### src/fcs_pkg.sv
/*
 * package for the flash command and status controller: APB register map,
 * field positions, reset values, command codes, key window and state codes.
 * assumes a 100 MHz bus clock and 32-bit APB data, 8-bit registers except the 16-bit array address and the 2-bit control register.
 */
package fcs_pkg;
   // register byte addresses on APB
   localparam logic [7:0] ADDR_CONFIG = 8'h00;
   localparam logic [7:0] ADDR_PROTECTION = 8'h04;
   localparam logic [7:0] ADDR_STATUS = 8'h08;
   localparam logic [7:0] ADDR_COMMAND = 8'h0C;
   localparam logic [7:0] ADDR_DIVIDER = 8'h10;
   localparam logic [7:0] ADDR_ARRAY_ADDR = 8'h14;
   localparam logic [7:0] ADDR_ARRAY_DATA = 8'h18;
   localparam logic [7:0] ADDR_CONTROL = 8'h1C;
   // config fields
   localparam int CFG_KEY_WRITE_BIT = 5;
   // protection fields
   localparam int PROT_DISABLE_BIT = 0;
   localparam int PROT_SELECT_LSB = 1;
   // status fields
   localparam int ST_BUF_EMPTY = 7;
   localparam int ST_COMPLETE = 6;
   localparam int ST_PROT_VIOL = 5;
   localparam int ST_ACC_ERR = 4;
   localparam int ST_BLANK = 2;
   // divider fields
   localparam int DIV_LOADED_BIT = 7;
   // control fields
   localparam int CTRL_STOP_BIT = 0;
   localparam int CTRL_DEBUG_BIT = 1;
   // reset values
   localparam logic [7:0] RST_CONFIG = 8'h00;
   localparam logic [7:0] RST_STATUS = 8'hC0;
   localparam logic [7:0] RST_COMMAND = 8'h00;
   localparam logic [6:0] RST_DIVIDER = 7'h00;
   localparam logic [1:0] RST_SECURITY = 2'h0;
   localparam logic [1:0] SEC_UNSECURED = 2'h2;
   // key window
   localparam logic [15:0] KEY_LOW = 16'hFFB0;
   localparam logic [15:0] KEY_HIGH = 16'hFFB7;
   localparam logic [7:0] ERASED_BYTE = 8'hFF;
   localparam logic [15:0] PAGE_MASK = 16'hFE00;
   // command codes
   localparam logic [7:0] CMD_BLANK_CHECK = 8'h05;
   localparam logic [7:0] CMD_BYTE_PROGRAM = 8'h20;
   localparam logic [7:0] CMD_BURST_PROGRAM = 8'h25;
   localparam logic [7:0] CMD_PAGE_ERASE = 8'h40;
   localparam logic [7:0] CMD_FULL_ERASE = 8'h41;
   // apb answer
   localparam logic [31:0] APB_ZERO = 32'h0000_0000;
   typedef enum logic [2:0] {
      FCS_IDLE, FCS_START, FCS_WAIT, FCS_SCAN
   } fcs_state_t;
endpackage

### src/fcs_ctrl.sv
/*
 * flash command and status controller: APB register slave, command
 * decoder with one-deep burst buffer, protection check and array drive.
 * assumes an external array that answers ARR_DONE_I per operation, and a
 * nonvolatile protection byte that is valid in the first cycle after RST_I falls.
 */
// Implementation choices: the APB register port and the register offsets.
`timescale 1ns/100ps
`default_nettype none
module fcs_ctrl (
   // clock and reset
   input wire logic CLOCK_I,
   input wire logic RST_I,
   // apb slave
   input wire logic PSEL_I,
   input wire logic PENABLE_I,
   input wire logic PWRITE_I,
   input wire logic [7:0] PADDR_I,
   input wire logic [31:0] PWDATA_I,
   output logic [31:0] PRDATA_O,
   output logic PREADY_O,
   output logic PSLVERR_O,
   // nonvolatile copy and security
   input wire logic [7:0] NV_PROTECTION_I,
   output logic [1:0] SECURITY_CODE_O,
   output logic KEY_WRITE_O,
   // flash array
   output logic ARR_START_O,
   output logic [2:0] ARR_OP_O,
   output logic [15:0] ARR_ADDR_O,
   output logic [7:0] ARR_DATA_O,
   input wire logic ARR_DONE_I,
   input wire logic [7:0] ARR_RDATA_I,
   output logic ARR_BUSY_O
);
   typedef struct packed {
      fcs_pkg::fcs_state_t state;
      logic load_prot;
      logic [7:0] config_r;
      logic [7:0] prot;
      logic buf_empty, complete, pviol, accerr, blank;
      logic [6:0] divider;
      logic div_loaded;
      logic [15:0] addr;
      logic [7:0] data;
      logic [7:0] cmd;
      logic seq_ok;
      logic [1:0] ctrl;
      logic [1:0] security;
      logic pend;
      logic [7:0] pend_cmd;
      logic [15:0] pend_addr;
      logic [7:0] pend_data;
      logic start;
      logic [2:0] op;
      logic [15:0] op_addr;
      logic [7:0] op_data;
      logic erased;
      logic [7:0] op_cmd;
      logic [31:0] rdata;
   } fcs_regs_t;

   fcs_regs_t r, next_r;
   logic wr, rd;
   logic [15:0] prot_bound;
   logic stop_rise;
   localparam int PROT_SELECT_LSB_W = fcs_pkg::PROT_SELECT_LSB;

   assign wr = PSEL_I && PENABLE_I && PWRITE_I;
   // read data is captured in the setup cycle so it stands in the access
   assign rd = PSEL_I && !PENABLE_I && !PWRITE_I;
   // region above bound is protected; bound scaled by 512-byte steps
   assign prot_bound = {r.prot[7:PROT_SELECT_LSB_W], 9'h1FF};

   function automatic logic is_protected(input logic [7:0] prot,
                                         input logic [15:0] bound,
                                         input logic [15:0] a,
                                         input logic [7:0] c);
      logic hit;
      hit = 1'b0;
      if (!prot[fcs_pkg::PROT_DISABLE_BIT]) begin
         if (c == fcs_pkg::CMD_FULL_ERASE) begin
            hit = 1'b1;
         end else if (c == fcs_pkg::CMD_PAGE_ERASE) begin
            hit = (a | ~fcs_pkg::PAGE_MASK) > bound;
         end else begin
            hit = a > bound;
         end
      end
      return hit;
   endfunction

   function automatic logic legal(input logic [7:0] c);
      logic ok;
      ok = 1'b0;
      case (c)
         fcs_pkg::CMD_BLANK_CHECK, fcs_pkg::CMD_BYTE_PROGRAM,
         fcs_pkg::CMD_BURST_PROGRAM: ok = 1'b1;
         fcs_pkg::CMD_PAGE_ERASE, fcs_pkg::CMD_FULL_ERASE:
            ok = 1'b1;
         default: ok = 1'b0;
      endcase
      return ok;
   endfunction

   function automatic logic [2:0] op_of(input logic [7:0] c);
      logic [2:0] o;
      o = 3'h0;
      case (c)
         fcs_pkg::CMD_BLANK_CHECK: o = 3'h1;
         fcs_pkg::CMD_BYTE_PROGRAM: o = 3'h2;
         fcs_pkg::CMD_BURST_PROGRAM: o = 3'h3;
         fcs_pkg::CMD_PAGE_ERASE: o = 3'h4;
         fcs_pkg::CMD_FULL_ERASE: o = 3'h5;
         default: o = 3'h0;
      endcase
      return o;
   endfunction

   logic prev_stop;
   assign stop_rise = r.ctrl[fcs_pkg::CTRL_STOP_BIT] && !prev_stop;

   always_comb begin
      logic launch, running, in_key;
      logic [7:0] wb;
      next_r = r;
      launch = 1'b0;
      wb = PWDATA_I[7:0];
      running = (r.state != fcs_pkg::FCS_IDLE) || r.pend;
      in_key = 1'b0;
      next_r.start = 1'b0;
      next_r.load_prot = 1'b0;
      // software sees reset copy until debug changes it
      if (r.load_prot) begin
         next_r.prot = NV_PROTECTION_I;
      end
      if (rd) begin
         case (PADDR_I)
            fcs_pkg::ADDR_CONFIG: next_r.rdata = {24'h0, r.config_r};
            fcs_pkg::ADDR_PROTECTION: next_r.rdata = {24'h0, r.prot};
            fcs_pkg::ADDR_STATUS: next_r.rdata = {24'h0, r.buf_empty,
               r.complete, r.pviol, r.accerr, 1'b0, r.blank, 2'b00};
            fcs_pkg::ADDR_COMMAND: next_r.rdata = {24'h0, r.cmd};
            fcs_pkg::ADDR_DIVIDER: next_r.rdata = {24'h0, r.div_loaded,
               r.divider};
            fcs_pkg::ADDR_ARRAY_ADDR: next_r.rdata = {16'h0, r.addr};
            fcs_pkg::ADDR_ARRAY_DATA: next_r.rdata = {24'h0, r.data};
            fcs_pkg::ADDR_CONTROL: next_r.rdata = {30'h0, r.ctrl};
            default: next_r.rdata = fcs_pkg::APB_ZERO;
         endcase
      end
      if (wr) begin
         case (PADDR_I)
            fcs_pkg::ADDR_CONFIG: next_r.config_r = wb;
            fcs_pkg::ADDR_PROTECTION: begin
               if (r.ctrl[fcs_pkg::CTRL_DEBUG_BIT]) begin
                  next_r.prot = wb;
               end
            end
            fcs_pkg::ADDR_STATUS: begin
               if (wb[fcs_pkg::ST_PROT_VIOL]) begin
                  next_r.pviol = 1'b0;
               end
               if (wb[fcs_pkg::ST_ACC_ERR]) begin
                  next_r.accerr = 1'b0;
               end
               if (wb[fcs_pkg::ST_BUF_EMPTY] && r.buf_empty) begin
                  launch = 1'b1;
               end
            end
            fcs_pkg::ADDR_COMMAND: begin
               next_r.cmd = wb;
               if (!r.seq_ok) begin
                  next_r.accerr = 1'b1;
               end
            end
            fcs_pkg::ADDR_DIVIDER: begin
               next_r.divider = wb[6:0];
               next_r.div_loaded = 1'b1;
            end
            fcs_pkg::ADDR_ARRAY_ADDR: begin
               next_r.addr = PWDATA_I[15:0];
               in_key = (PWDATA_I[15:0] >= fcs_pkg::KEY_LOW) &&
                        (PWDATA_I[15:0] <= fcs_pkg::KEY_HIGH);
               // key writes are handed to the security logic instead
               if (!(in_key && r.config_r[fcs_pkg::CFG_KEY_WRITE_BIT])) begin
                  next_r.seq_ok = 1'b1;
               end
            end
            fcs_pkg::ADDR_ARRAY_DATA: next_r.data = wb;
            fcs_pkg::ADDR_CONTROL: next_r.ctrl = wb[1:0];
            default: ;
         endcase
      end
      if (launch) begin
         next_r.seq_ok = 1'b0;
         if (!r.seq_ok || !legal(r.cmd) || !r.div_loaded ||
             (running && r.cmd != fcs_pkg::CMD_BURST_PROGRAM)) begin
            next_r.accerr = 1'b1;
         end else if (r.cmd != fcs_pkg::CMD_BLANK_CHECK &&
                      is_protected(r.prot, prot_bound, r.addr, r.cmd)) begin
            next_r.pviol = 1'b1;
         end else begin
            next_r.buf_empty = 1'b0;
            next_r.complete = 1'b0;
            next_r.blank = 1'b0;
            if (running) begin
               next_r.pend = 1'b1;
               next_r.pend_cmd = r.cmd;
               next_r.pend_addr = r.addr;
               next_r.pend_data = r.data;
            end else begin
               next_r.state = fcs_pkg::FCS_START;
               next_r.op_cmd = r.cmd;
               next_r.op_addr = r.addr;
               next_r.op_data = r.data;
            end
         end
      end
      if (stop_rise && running) begin
         next_r.accerr = 1'b1;
      end
      case (r.state)
         fcs_pkg::FCS_IDLE: ;
         fcs_pkg::FCS_START: begin
            next_r.start = 1'b1;
            next_r.op = op_of(r.op_cmd);
            next_r.erased = 1'b1;
            if (r.op_cmd != fcs_pkg::CMD_BURST_PROGRAM || !r.pend) begin
               next_r.buf_empty = !r.pend || next_r.buf_empty;
            end
            next_r.state = fcs_pkg::FCS_WAIT;
         end
         fcs_pkg::FCS_WAIT: begin
            // the array answers one cycle after the start pulse
            if (!r.start && r.op_cmd == fcs_pkg::CMD_BLANK_CHECK &&
                ARR_RDATA_I != fcs_pkg::ERASED_BYTE) begin
               next_r.erased = 1'b0;
            end
            if (ARR_DONE_I) begin
               next_r.state = fcs_pkg::FCS_SCAN;
            end
         end
         fcs_pkg::FCS_SCAN: begin
            if (r.op_cmd == fcs_pkg::CMD_BLANK_CHECK && r.erased) begin
               next_r.blank = 1'b1;
               next_r.security = fcs_pkg::SEC_UNSECURED;
            end
            if (r.pend) begin
               // buffered burst moves to the array; buffer frees up
               next_r.pend = 1'b0;
               next_r.op_cmd = r.pend_cmd;
               next_r.op_addr = r.pend_addr;
               next_r.op_data = r.pend_data;
               next_r.buf_empty = 1'b1;
               next_r.state = fcs_pkg::FCS_START;
            end else begin
               next_r.buf_empty = 1'b1;
               next_r.complete = 1'b1;
               next_r.state = fcs_pkg::FCS_IDLE;
            end
         end
         default: next_r.state = fcs_pkg::FCS_IDLE;
      endcase
   end

   always_ff @(posedge CLOCK_I) begin
      if (RST_I) begin
         r <= '0;
         r.state <= fcs_pkg::FCS_IDLE;
         r.load_prot <= 1'b1;
         r.config_r <= fcs_pkg::RST_CONFIG;
         r.buf_empty <= fcs_pkg::RST_STATUS[fcs_pkg::ST_BUF_EMPTY];
         r.complete <= fcs_pkg::RST_STATUS[fcs_pkg::ST_COMPLETE];
         r.cmd <= fcs_pkg::RST_COMMAND;
         r.divider <= fcs_pkg::RST_DIVIDER;
         r.security <= fcs_pkg::RST_SECURITY;
         prev_stop <= 1'b0;
      end else begin
         r <= next_r;
         prev_stop <= r.ctrl[fcs_pkg::CTRL_STOP_BIT];
      end
   end

   assign PRDATA_O = r.rdata;
   assign PREADY_O = 1'b1;
   assign PSLVERR_O = 1'b0;
   assign SECURITY_CODE_O = r.security;
   assign KEY_WRITE_O = r.config_r[fcs_pkg::CFG_KEY_WRITE_BIT];
   assign ARR_START_O = r.start;
   assign ARR_OP_O = r.op;
   assign ARR_ADDR_O = r.op_addr;
   assign ARR_DATA_O = r.op_data;
   assign ARR_BUSY_O = !r.complete;
endmodule
`default_nettype wire

### config.mk
export PLATFORM = sky130hd
export DESIGN_NAME = fcs_ctrl
export DESIGN_NICKNAME = d
export VERILOG_FILES = /design/src/fcs_pkg.sv /design/src/fcs_ctrl.sv
export SDC_FILE = /design/constraint.sdc
export NUM_CORES = 1
export LEC_CHECK = 0
export ABC_AREA = 0
export ABC_CLOCK_PERIOD_IN_PS = 3710
export BUFFER_PORTS_ARGS = -buffer_cell sky130_fd_sc_hd__clkbuf_2
export CORE_AREA = 2 2 128 155
export CTS_CLUSTER_SIZE = 25
export DETAILED_ROUTE_END_ITERATION = 10
export DIE_AREA = 0 0 130 157
export HOLD_SLACK_MARGIN = 0.06
export PLACE_DENSITY = 0.59
export RECOVER_POWER = 50
export SLEW_MARGIN = 10
export SYNTH_ARGS = -nofsm -noshare
export SYNTH_HDL_FRONTEND = slang
export SYNTH_SLANG_ARGS = --single-unit
### constraint.sdc
create_clock -name CLOCK_I -period 3.71 [get_ports CLOCK_I]
set_clock_uncertainty 0.1 [all_clocks]
set_input_delay 0.742 -clock CLOCK_I [delete_from_list [all_inputs] [get_ports CLOCK_I]]
set_output_delay 0.742 -clock CLOCK_I [all_outputs]
set_load 0.03 [all_outputs]
======== Yosys cells after proc, flatten, opt, wreduce, memory -nomap -nowiden ========
Index checks and enable logic that the tools add are counted.
storage, ports and cells
  register bits after elaboration ......... 172
  latch bits .............................. 0
  RAM bits ................................ 0
  bits in read-only memories .............. 0
  input port bits ......................... 62
  output and inout port bits .............. 66
  word-level logic and storage cells ...... 183
  memories kept ........................... 0
cells by class
  add/sub/neg operators ................... 0
  multipliers ............................. 0
  div/mod/pow operators ................... 0
  magnitude comparators ................... 4
  equal/unequal tests ..................... 25
  shift-type cells ........................ 0
  muxes and demuxes ....................... 77
  bitwise logic cells ..................... 3
  reduce and logical (&&, ||, !) cells .... 45
operator list
  operator                number
  $mux W169               1
  $mux W24                6
  $mux W33                4
  $pmux W16 S8            1
  $mux W8                 13
  $mux W43                1
  $eq A8 B5 Y1 const B    4
  $eq A8 B6 Y1 const B    4
  $eq A8 B7 Y1 const B    4
  $gt A16 B16 Y1          2
  $mux W16                2
  $mux W32                1
  $mux W1                 30
  $eq A8 B3 Y1 const B    3
  $mux W3                 7
  $eq A8 B4 Y1 const B    2
  $ge A16 B16 Y1 const B  1
  $le A16 B16 Y1 const B  1
  $ne A8 B6 Y1 const B    2
  $reduce_and A2 Y1       8
  $pmux W3 S5             1
  $logic_and A1 B1 Y1     14
  $pmux W3 S4             1
  $logic_not A1 Y1        9
  19 further kinds        32

======== Longest topological paths before layout ========
Gate-level depths: netlist (run 1).
  depth in word-level cells ............... 19
  depth in mapped cells ................... 10
  depth with buffers taken out ............ 8

======== Worst setup path before layout (run 1) ========
OpenSTA, ideal clock, no wires.
  kind .................................... input to register
  from .................................... input port PADDR_I[4]
  to ...................................... register r (netlist bit ARR_ADDR_O[15])
  library setup time ...................... 134 ps
  arrival ................................. 2,397 ps
  data required time ...................... 3,476 ps
  slack ................................... 1,079 ps
  cell stages on the path ................. 8
  buffers on the path ..................... 2
  path through ............................ buf_6 > nor4b_2 > nand2_2 > nor4_1 > o211ai_1 > clkbuf_1 > o21ai_0 > a211oi_2
between the ends
  word-level cells in the longest chain between the ends .. 6
RTL lines
  element                 line             source
  start: declaration      fcs_ctrl.sv:18   input wire logic [7:0] PADDR_I,
  $eq A8 B4 Y1 *          fcs_ctrl.sv:153  case (PADDR_I)
  $mux W1 *               fcs_ctrl.sv:153
  $mux W1 *               fcs_ctrl.sv:152  if (wr) begin
  $mux W24 *              fcs_ctrl.sv:195  if (launch) begin
  $mux W24                fcs_ctrl.sv:249  if (r.pend) begin
  $mux W24 *              fcs_ctrl.sv:223  case (r.state)
  end signal: assignment  fcs_ctrl.sv:280  r <= next_r;
  end: declaration        fcs_ctrl.sv:63   fcs_regs_t r, next_r;
Every way passes the cells marked *; elsewhere a longest branch is shown, timed or not.
A chain may end at the register's enable or synchronous reset.

======== Final worst setup path (run 1) ========
  from .................................... input port PADDR_I[1]
  to ...................................... register r[167] in the netlist's numbering
between the ends
  word-level cells in the longest chain between the ends .. 2
RTL lines
  element                      line
  $logic_not A8 Y1             fcs_ctrl.sv:153
  $reduce_and A2 Y1 (no line)  n/a
No other way between the ends.

==> results.py, run 1 <==
metrics = {
    "logic_synthesis": {
        "ys_top_cells_by_count": "dfxtp_1, nand2_1, a21oi_1",
        "synth-seq-area-share": 0.420,
        "avgSynthCellArea_um2": 8.26,
        "synth_area_leaders": "dfxtp_1, buf_4, a21oi_1",
        "ys_seq_elements": 156,
        "yosysTopAreaCell": "dfxtp_1",
        "synthCells": 899,
        "synthArstFlopShare": 0,
        "synthesis.yosys.warnings": 0,
        "synth_area_um2": 7430,
        "yosysUniqueCellTypes": 64,
        "synth_ff_type": "dfxtp_1",
        "synth_top_area_share": 0.420,
        "synth_edf_count": 0,
        "synth.most_common_cell": "dfxtp_1",
    },
    "power_and_ir_drop": {
        "swShare": 0.228,
        "total_power_mw": 3.68,
        "power.switching_uw": 839,
        "p_leak_nw": 2.84,
        "clkPwrFrac": 0.486,
        "seq_power_share": 0.462,
        "irDropWorstVdd_v": 0.000317,
        "p_per_area_nw_per_um2": 451,
        "p_int_mw": 2.84,
        "p_comb_frac": 0.052,
    },
    "clock_tree": {
        "clock_latency_ps": 440,
        "path_clk_slew_ps": 60,
        "cts-buffers-inserted": 17,
        "cts_sinks": 156,
        "cts_buffer_depth": 2,
        "root_buffer": "clkbuf_16",
        "post_cts_buffers": 0,
        "cts_resized": 0,
        "htree_levels": 4,
        "cts_tree": "built",
        "holdBufCountCts": 0,
    },
    "run_status": {
        "status": "complete, but fails checks",
        "violations": "capacitance limit, slew limit",
    },
    "global_routing": {
        "antenna_found_initial": 0,
        "grt_overflow_total": 0,
        "grtUsageTotal": 0.210,
        "grt_pass1_vias": 5944,
        "grt_pass1_wl_mm": 33.2,
        "grt_max_degree": 71,
    },
    "cells_and_area": {
        "antenna_cells": 0,
        "syn_to_final_growth_pct": 9.77,
        "final_nets": 988,
        "fin_cells": 1184,
        "fin_area_um2": 8150,
        "fillers": 1941,
        "drive_above_1_share": 0.109,
        "final_core_util": 0.434,
    },
    "hold_path": {
        "whs_endpoint": "SECURITY_CODE_O[1]$_SDFFE_PP0P_",
        "hp-class": "flip-flop to flip-flop",
        "holdCritStartpoint": "SECURITY_CODE_O[1]$_SDFFE_PP0P_",
        "worst_hold_path.num_cells": 2,
    },
    "routing": {
        "wl_per_cell_um": 18.1,
        "drtAntennaViolNets": 0,
        "drc": 0,
        "top_layer": "met4",
        "wl_met1_mm": 9.88,
        "routed_wl_mm": 21.4,
        "wl_met2_mm": 9.97,
        "dr.pass1.iters": 5,
        "wl_met3_mm": 1.06,
        "viasPerCell": 5.53,
        "initialDrtViolationCount": 654,
        "num_vias": 6553,
    },
    "placed_design": {
        "gp_congestion": 0.933,
        "numPortBuffers": 92,
        "place_ws_ps": 663,
        "place_area_um2": 7670,
        "dp_hpwl_mm": 14.4,
        "dp.cells": 1155,
    },
    "sta": {
        "hold_viol": 0,
        "fmax_mhz": 338,
        "setup_viol_count_final": 0,
        "tightest_slew_ps": 1520,
        "tns_ps": 0,
        "rsz0062_at_grt": "false",
        "fin_ws_ps": 755,
        "drv_slew": 71,
        "relSlewSlack": -0.0103,
        "period_share": 0.796,
        "hold_ws_ps": 347,
        "period_minus_slack_ps": 2950,
    },
    "floorplan": {
        "ios": 128,
        "core-area_um2": 18800,
        "rows": 55,
        "die_area_um2": 20400,
        "fp.dieH_um": 157,
        "die_x_um": 130,
        "start_util": 0.395,
    },
    "worst_setup_path": {
        "slowest_stage": "nor4_2",
        "r2r-start": "r[171]$_SDFF_PP0_",
        "end_kind": "flip-flop",
        "slowest_delay_ps": 1070,
        "critPathLaunchType": "input port",
        "cp_max_fo": 8,
        "crit_family": "simple AND/OR/NAND/NOR gates",
        "required_ps": 3880,
        "rrSetupSlack_ps": 960,
        "path_cells": "clkbuf_2, nor3_1, nand3_1, nor4_2, mux2i_1, nor2_1",
        "worstReg2RegEnd": "r[94]$_SDFFE_PP0P_",
        "worstPathArrival_ps": 3120,
        "path_buf_inv": 1,
        "r2r_cells": 8,
        "crit_type": "input port to flip-flop",
    },
    "run": {
        "maxCapViolations": 1,
    },
}
[power groups by stage]
stage / logic, mW / registers [mW] / clock network, mW
after CTS: 0.192 / 1.70 / 1.80
after detailed placement: 0.192 / 1.74 / 0
final: 0.190 / 1.70 / 1.79
after global routing: 0.205 / 1.70 / 1.87
after global placement: 0.192 / 1.74 / 0
after floorplan: 0.144 / 1.73 / 0
[routing by layer]
| metal | GRT usage | vias up |
|---|---|---|
| met1 | 0.285 | 3136 |
| met3 | 0.0411 | 37 |
| met4 | 0.0758 | 0 |
| met5 | 0 | - |
| li1 | - | 3169 |
| met2 | 0.330 | 211 |
[worst register-to-register path: cells and delay by family (launching register included)]
family / cells / cell delay (ps)
flip-flops: 1 / 380
AO/OA/AOI/OAI: 3 / 620
AND/OR/NAND/NOR: 3 / 960
buffers and inverters: 2 / 530
[registers in the layout (all words and copies together), names as in the netlist]
register and count:
ARR_ADDR_O 16, ARR_DATA_O 8, SECURITY_CODE_O 1, ARR_OP_O 3, ARR_START_O 1, PRDATA_O 16
prev_stop 1, prot_bound 7, KEY_WRITE_O 1, r 102
[worst max-delay path by stage]
stage	from	end	slack (ps)	cells past startpoint
floorplan	PADDR_I[4]	ARR_ADDR_O[15]$_SDFF_PP0_	1080	8
global placement	PADDR_I[3]	ARR_ADDR_O[1]$_SDFF_PP0_	670	7
detailed placement	PADDR_I[3]	ARR_ADDR_O[15]$_SDFF_PP0_	660	7
CTS	prot_bound[15]$_SDFF_PP0_	r[94]$_SDFFE_PP0P_	980	9
global route	PADDR_I[1]	r[167]$_SDFFE_PP0P_	550	6
finish	PADDR_I[1]	r[167]$_SDFFE_PP0P_	760	6
[final cells by class]
class,count,area [um2],area share
Clock inverter,6,113,0.0138
Timing Repair Buffer,110,523,0.0641
Sequential cell,156,3120,0.383
Tap cell,256,320,0.0393
Clock buffer,23,478,0.0586
Inverter,18,67.6,0.00829
Multi-Input combinational cell,615,3530,0.433
[kinds of logic after synthesis]
kind of cell	synth area share
AOI/OAI and AO/OA	0.230
adders and majority gates	0.0135
buffers and inverters	0.113
other	0.00101
and+or+nand+nor	0.179
DFF	0.420
muxes	0.0416
xor gates and xnor gates	0.00236
[cell usage in the layout (no fill, tap or decap), types with 14 or more instances in the layout]
cell       netlist  final
dfxtp_1        156    156
nand2_1         97     98
a21oi_1         92     92
nor2_1          81     81
o21ai_0         62     62
clkbuf_1        54     53
clkbuf_2         0     46
a211oi_1        40     40
nand3_1         36     36
a31oi_1         29     29
mux2i_1         23     23
conb_1           2     20
inv_1           18     18
clkbuf_16        0     17
buf_4           64     14
Note: power is estimated with default switching activity, not from simulation.
==> run 2, diff against run 1 <==
--- a/config.mk
+++ b/config.mk
@@ -6,7 +6,7 @@
 export NUM_CORES = 1
 export LEC_CHECK = 0
 export ABC_AREA = 0
-export ABC_CLOCK_PERIOD_IN_PS = 3710
+export ABC_CLOCK_PERIOD_IN_PS = 2900
 export BUFFER_PORTS_ARGS = -buffer_cell sky130_fd_sc_hd__clkbuf_2
 export CORE_AREA = 2 2 128 155
 export CTS_CLUSTER_SIZE = 25
==> constraint.sdc (replaced) <==
create_clock -name CLOCK_I -period 2.9 [get_ports CLOCK_I]
set_clock_uncertainty 0.1 [all_clocks]
set_input_delay 0.58 -clock CLOCK_I [delete_from_list [all_inputs] [get_ports CLOCK_I]]
set_output_delay 0.58 -clock CLOCK_I [all_outputs]
set_load 0.03 [all_outputs]
==> results.py, run 2 (synthesis results as in run 1) <==
metrics = {
    "power_and_ir_drop": {
        "power.switching_mw": 1.06,
        "clkPwrFrac": 0.466,
        "total_power_mw": 4.54,
        "seq_power_share": 0.479,
        "swShare": 0.234,
        "irDropWorstVdd_v": 0.000268,
        "p_comb_frac": 0.054,
        "p_leak_nw": 2.95,
        "p_per_area_nw_per_um2": 543,
        "p_int_mw": 3.48,
    },
    "global_routing": {
        "grt_overflow_total": 0,
        "antenna_found_initial": 0,
        "grt_max_degree": 68,
        "grt_pass1_vias": 6135,
        "grt_pass1_wl_mm": 34.0,
        "grtUsageTotal": 0.215,
    },
    "worst_setup_path": {
        "path_cells": "inv_1, ha_1, and4_1, nand4_1, o211ai_1, o2111ai_1, buf_12, nor2_1, nor3b_1",
        "end_kind": "flip-flop",
        "cp_max_fo": 26,
        "slowest_delay_ps": 440,
        "required_ps": 3060,
        "worstPathArrival_ps": 2870,
        "slowest_stage": "o211ai_1",
        "critPathLaunchType": "flip-flop",
        "path_buf_inv": 2,
        "crit_type": "flip-flop to flip-flop",
        "crit_family": "simple AND/OR/NAND/NOR gates",
    },
    "clock_tree": {
        "root_buffer": "clkbuf_16",
        "cts_sinks": 156,
        "htree_levels": 4,
        "post_cts_buffers": 0,
        "holdBufCountCts": 0,
        "path_clk_slew_ps": 60,
        "clock_latency_ps": 430,
        "cts-buffers-inserted": 17,
        "cts_tree": "built",
        "cts_buffer_depth": 2,
        "cts_resized": 0,
    },
    "run_status": {
        "status": "finished, final reports clean",
    },
    "sta": {
        "drv_slew": 0,
        "period_minus_slack_ps": 2710,
        "setup_viol_count_final": 0,
        "hold_viol": 0,
        "period_share": 0.934,
        "hold_ws_ps": 285,
        "fmax_mhz": 369,
        "tns_ps": 0,
        "tightest_slew_ps": 1430,
        "relSlewSlack": 0.0473,
        "rsz0062_at_grt": "false",
    },
    "routing": {
        "drtAntennaViolNets": 0,
        "routed_wl_mm": 21.7,
        "drc": 0,
        "viasPerCell": 5.46,
        "wl_per_cell_um": 18.0,
        "num_vias": 6593,
        "dr.pass1.iters": 6,
        "initialDrtViolationCount": 678,
    },
    "run": {
        "maxCapViolations": 0,
    },
    "floorplan": {
        "rows": 55,
        "start_util": 0.395,
        "die_x_um": 130,
        "ios": 128,
        "core-area_um2": 18800,
        "fp.dieH_um": 157,
        "die_area_um2": 20400,
    },
    "cells_and_area": {
        "fin_area_um2": 8360,
        "final_core_util": 0.445,
        "syn_to_final_growth_pct": 12.5,
        "layout_common_cells": "dfxtp_1, nand2_1, a21oi_1",
        "antenna_cells": 0,
        "largest_reg_flops": 102,
        "drive_above_1_share": 0.125,
        "final_common_cell": "dfxtp_1",
        "final_nets": 1009,
        "fillers": 1901,
        "largest-register": "r",
    },
    "hold_path": {
        "hp-class": "input port to flip-flop",
    },
    "placed_design": {
        "gp_congestion": 0.944,
        "numPortBuffers": 92,
        "dp_hpwl_mm": 15.1,
        "place_area_um2": 7910,
    },
}
[run 2: changes by cell type in the layout (fill, tap and decap cells not counted), sizes merged]
| cell | previous run | this run |
|---|---|---|
| buf | 14 | 32 |
| clkbuf | 119 | 126 |
| bufinv | 3 | 1 |
| inv | 18 | 19 |
[run 2: area by class of cell]
class / instances / area (um2) / share of cell area
Tap cell: 256 / 320 / 0.0383
Clock buffer: 27 / 493 / 0.0590
Clock inverter: 5 / 57.6 / 0.00689
Timing Repair Buffer: 131 / 757 / 0.0906
Multi-Input combinational cell: 615 / 3540 / 0.424
Sequential cell: 156 / 3120 / 0.374
Inverter: 18 / 67.6 / 0.00808
[run 2: worst paths after layout]
path / startpoint / end / slack, ps / cells after the start
max: prot_bound[13]$_SDFF_PP0_ / r[99]$_SDFFE_PP0P_ / 190 / 9
min: PWDATA_I[9] / r[132]$_SDFFE_PP0P_ / 290 / 3
max reg2reg: prot_bound[13]$_SDFF_PP0_ / r[99]$_SDFFE_PP0P_ / 190 / 9
min reg2reg: SECURITY_CODE_O[1]$_SDFFE_PP0P_ / SECURITY_CODE_O[1]$_SDFFE_PP0P_ / 350 / 2
[run 2: layer usage]
layer,track usage,vias up,wire (um)
met5,0,-,0
met4,0.0722,0,511
met3,0.0510,32,1140
met2,0.351,195,10400
met1,0.278,3154,9690
li1,-,3212,-
[run 2: through the flow]
step / setup WS [ps] / cells
2_1_floorplan: 429 / 917
3_3_place_gp: 251 / 1176
3_5_place_dp: 211 / 1176
4_1_cts: 274 / 1208
5_1_grt: 48.6 / 1208
6_report: 193 / 1208
[run 2: tightest hold or removal path, delay by kind of cell]
kind	cells	cell delay, ps
AOI/OAI and AO/OA	1	50
buffers and inverters	1	90
and+or+nand+nor	1	50
[run 2: power groups by stage]
stage | Clock, mW | Combinational, mW | Sequential (mW)
after global routing | 2.25 | 0.267 | 2.17
after global placement | 0 | 0.251 | 2.22
final | 2.12 | 0.246 | 2.17
after CTS | 2.15 | 0.252 | 2.17
after floorplan | 0 | 0.184 | 2.21
after detailed placement | 0 | 0.251 | 2.22
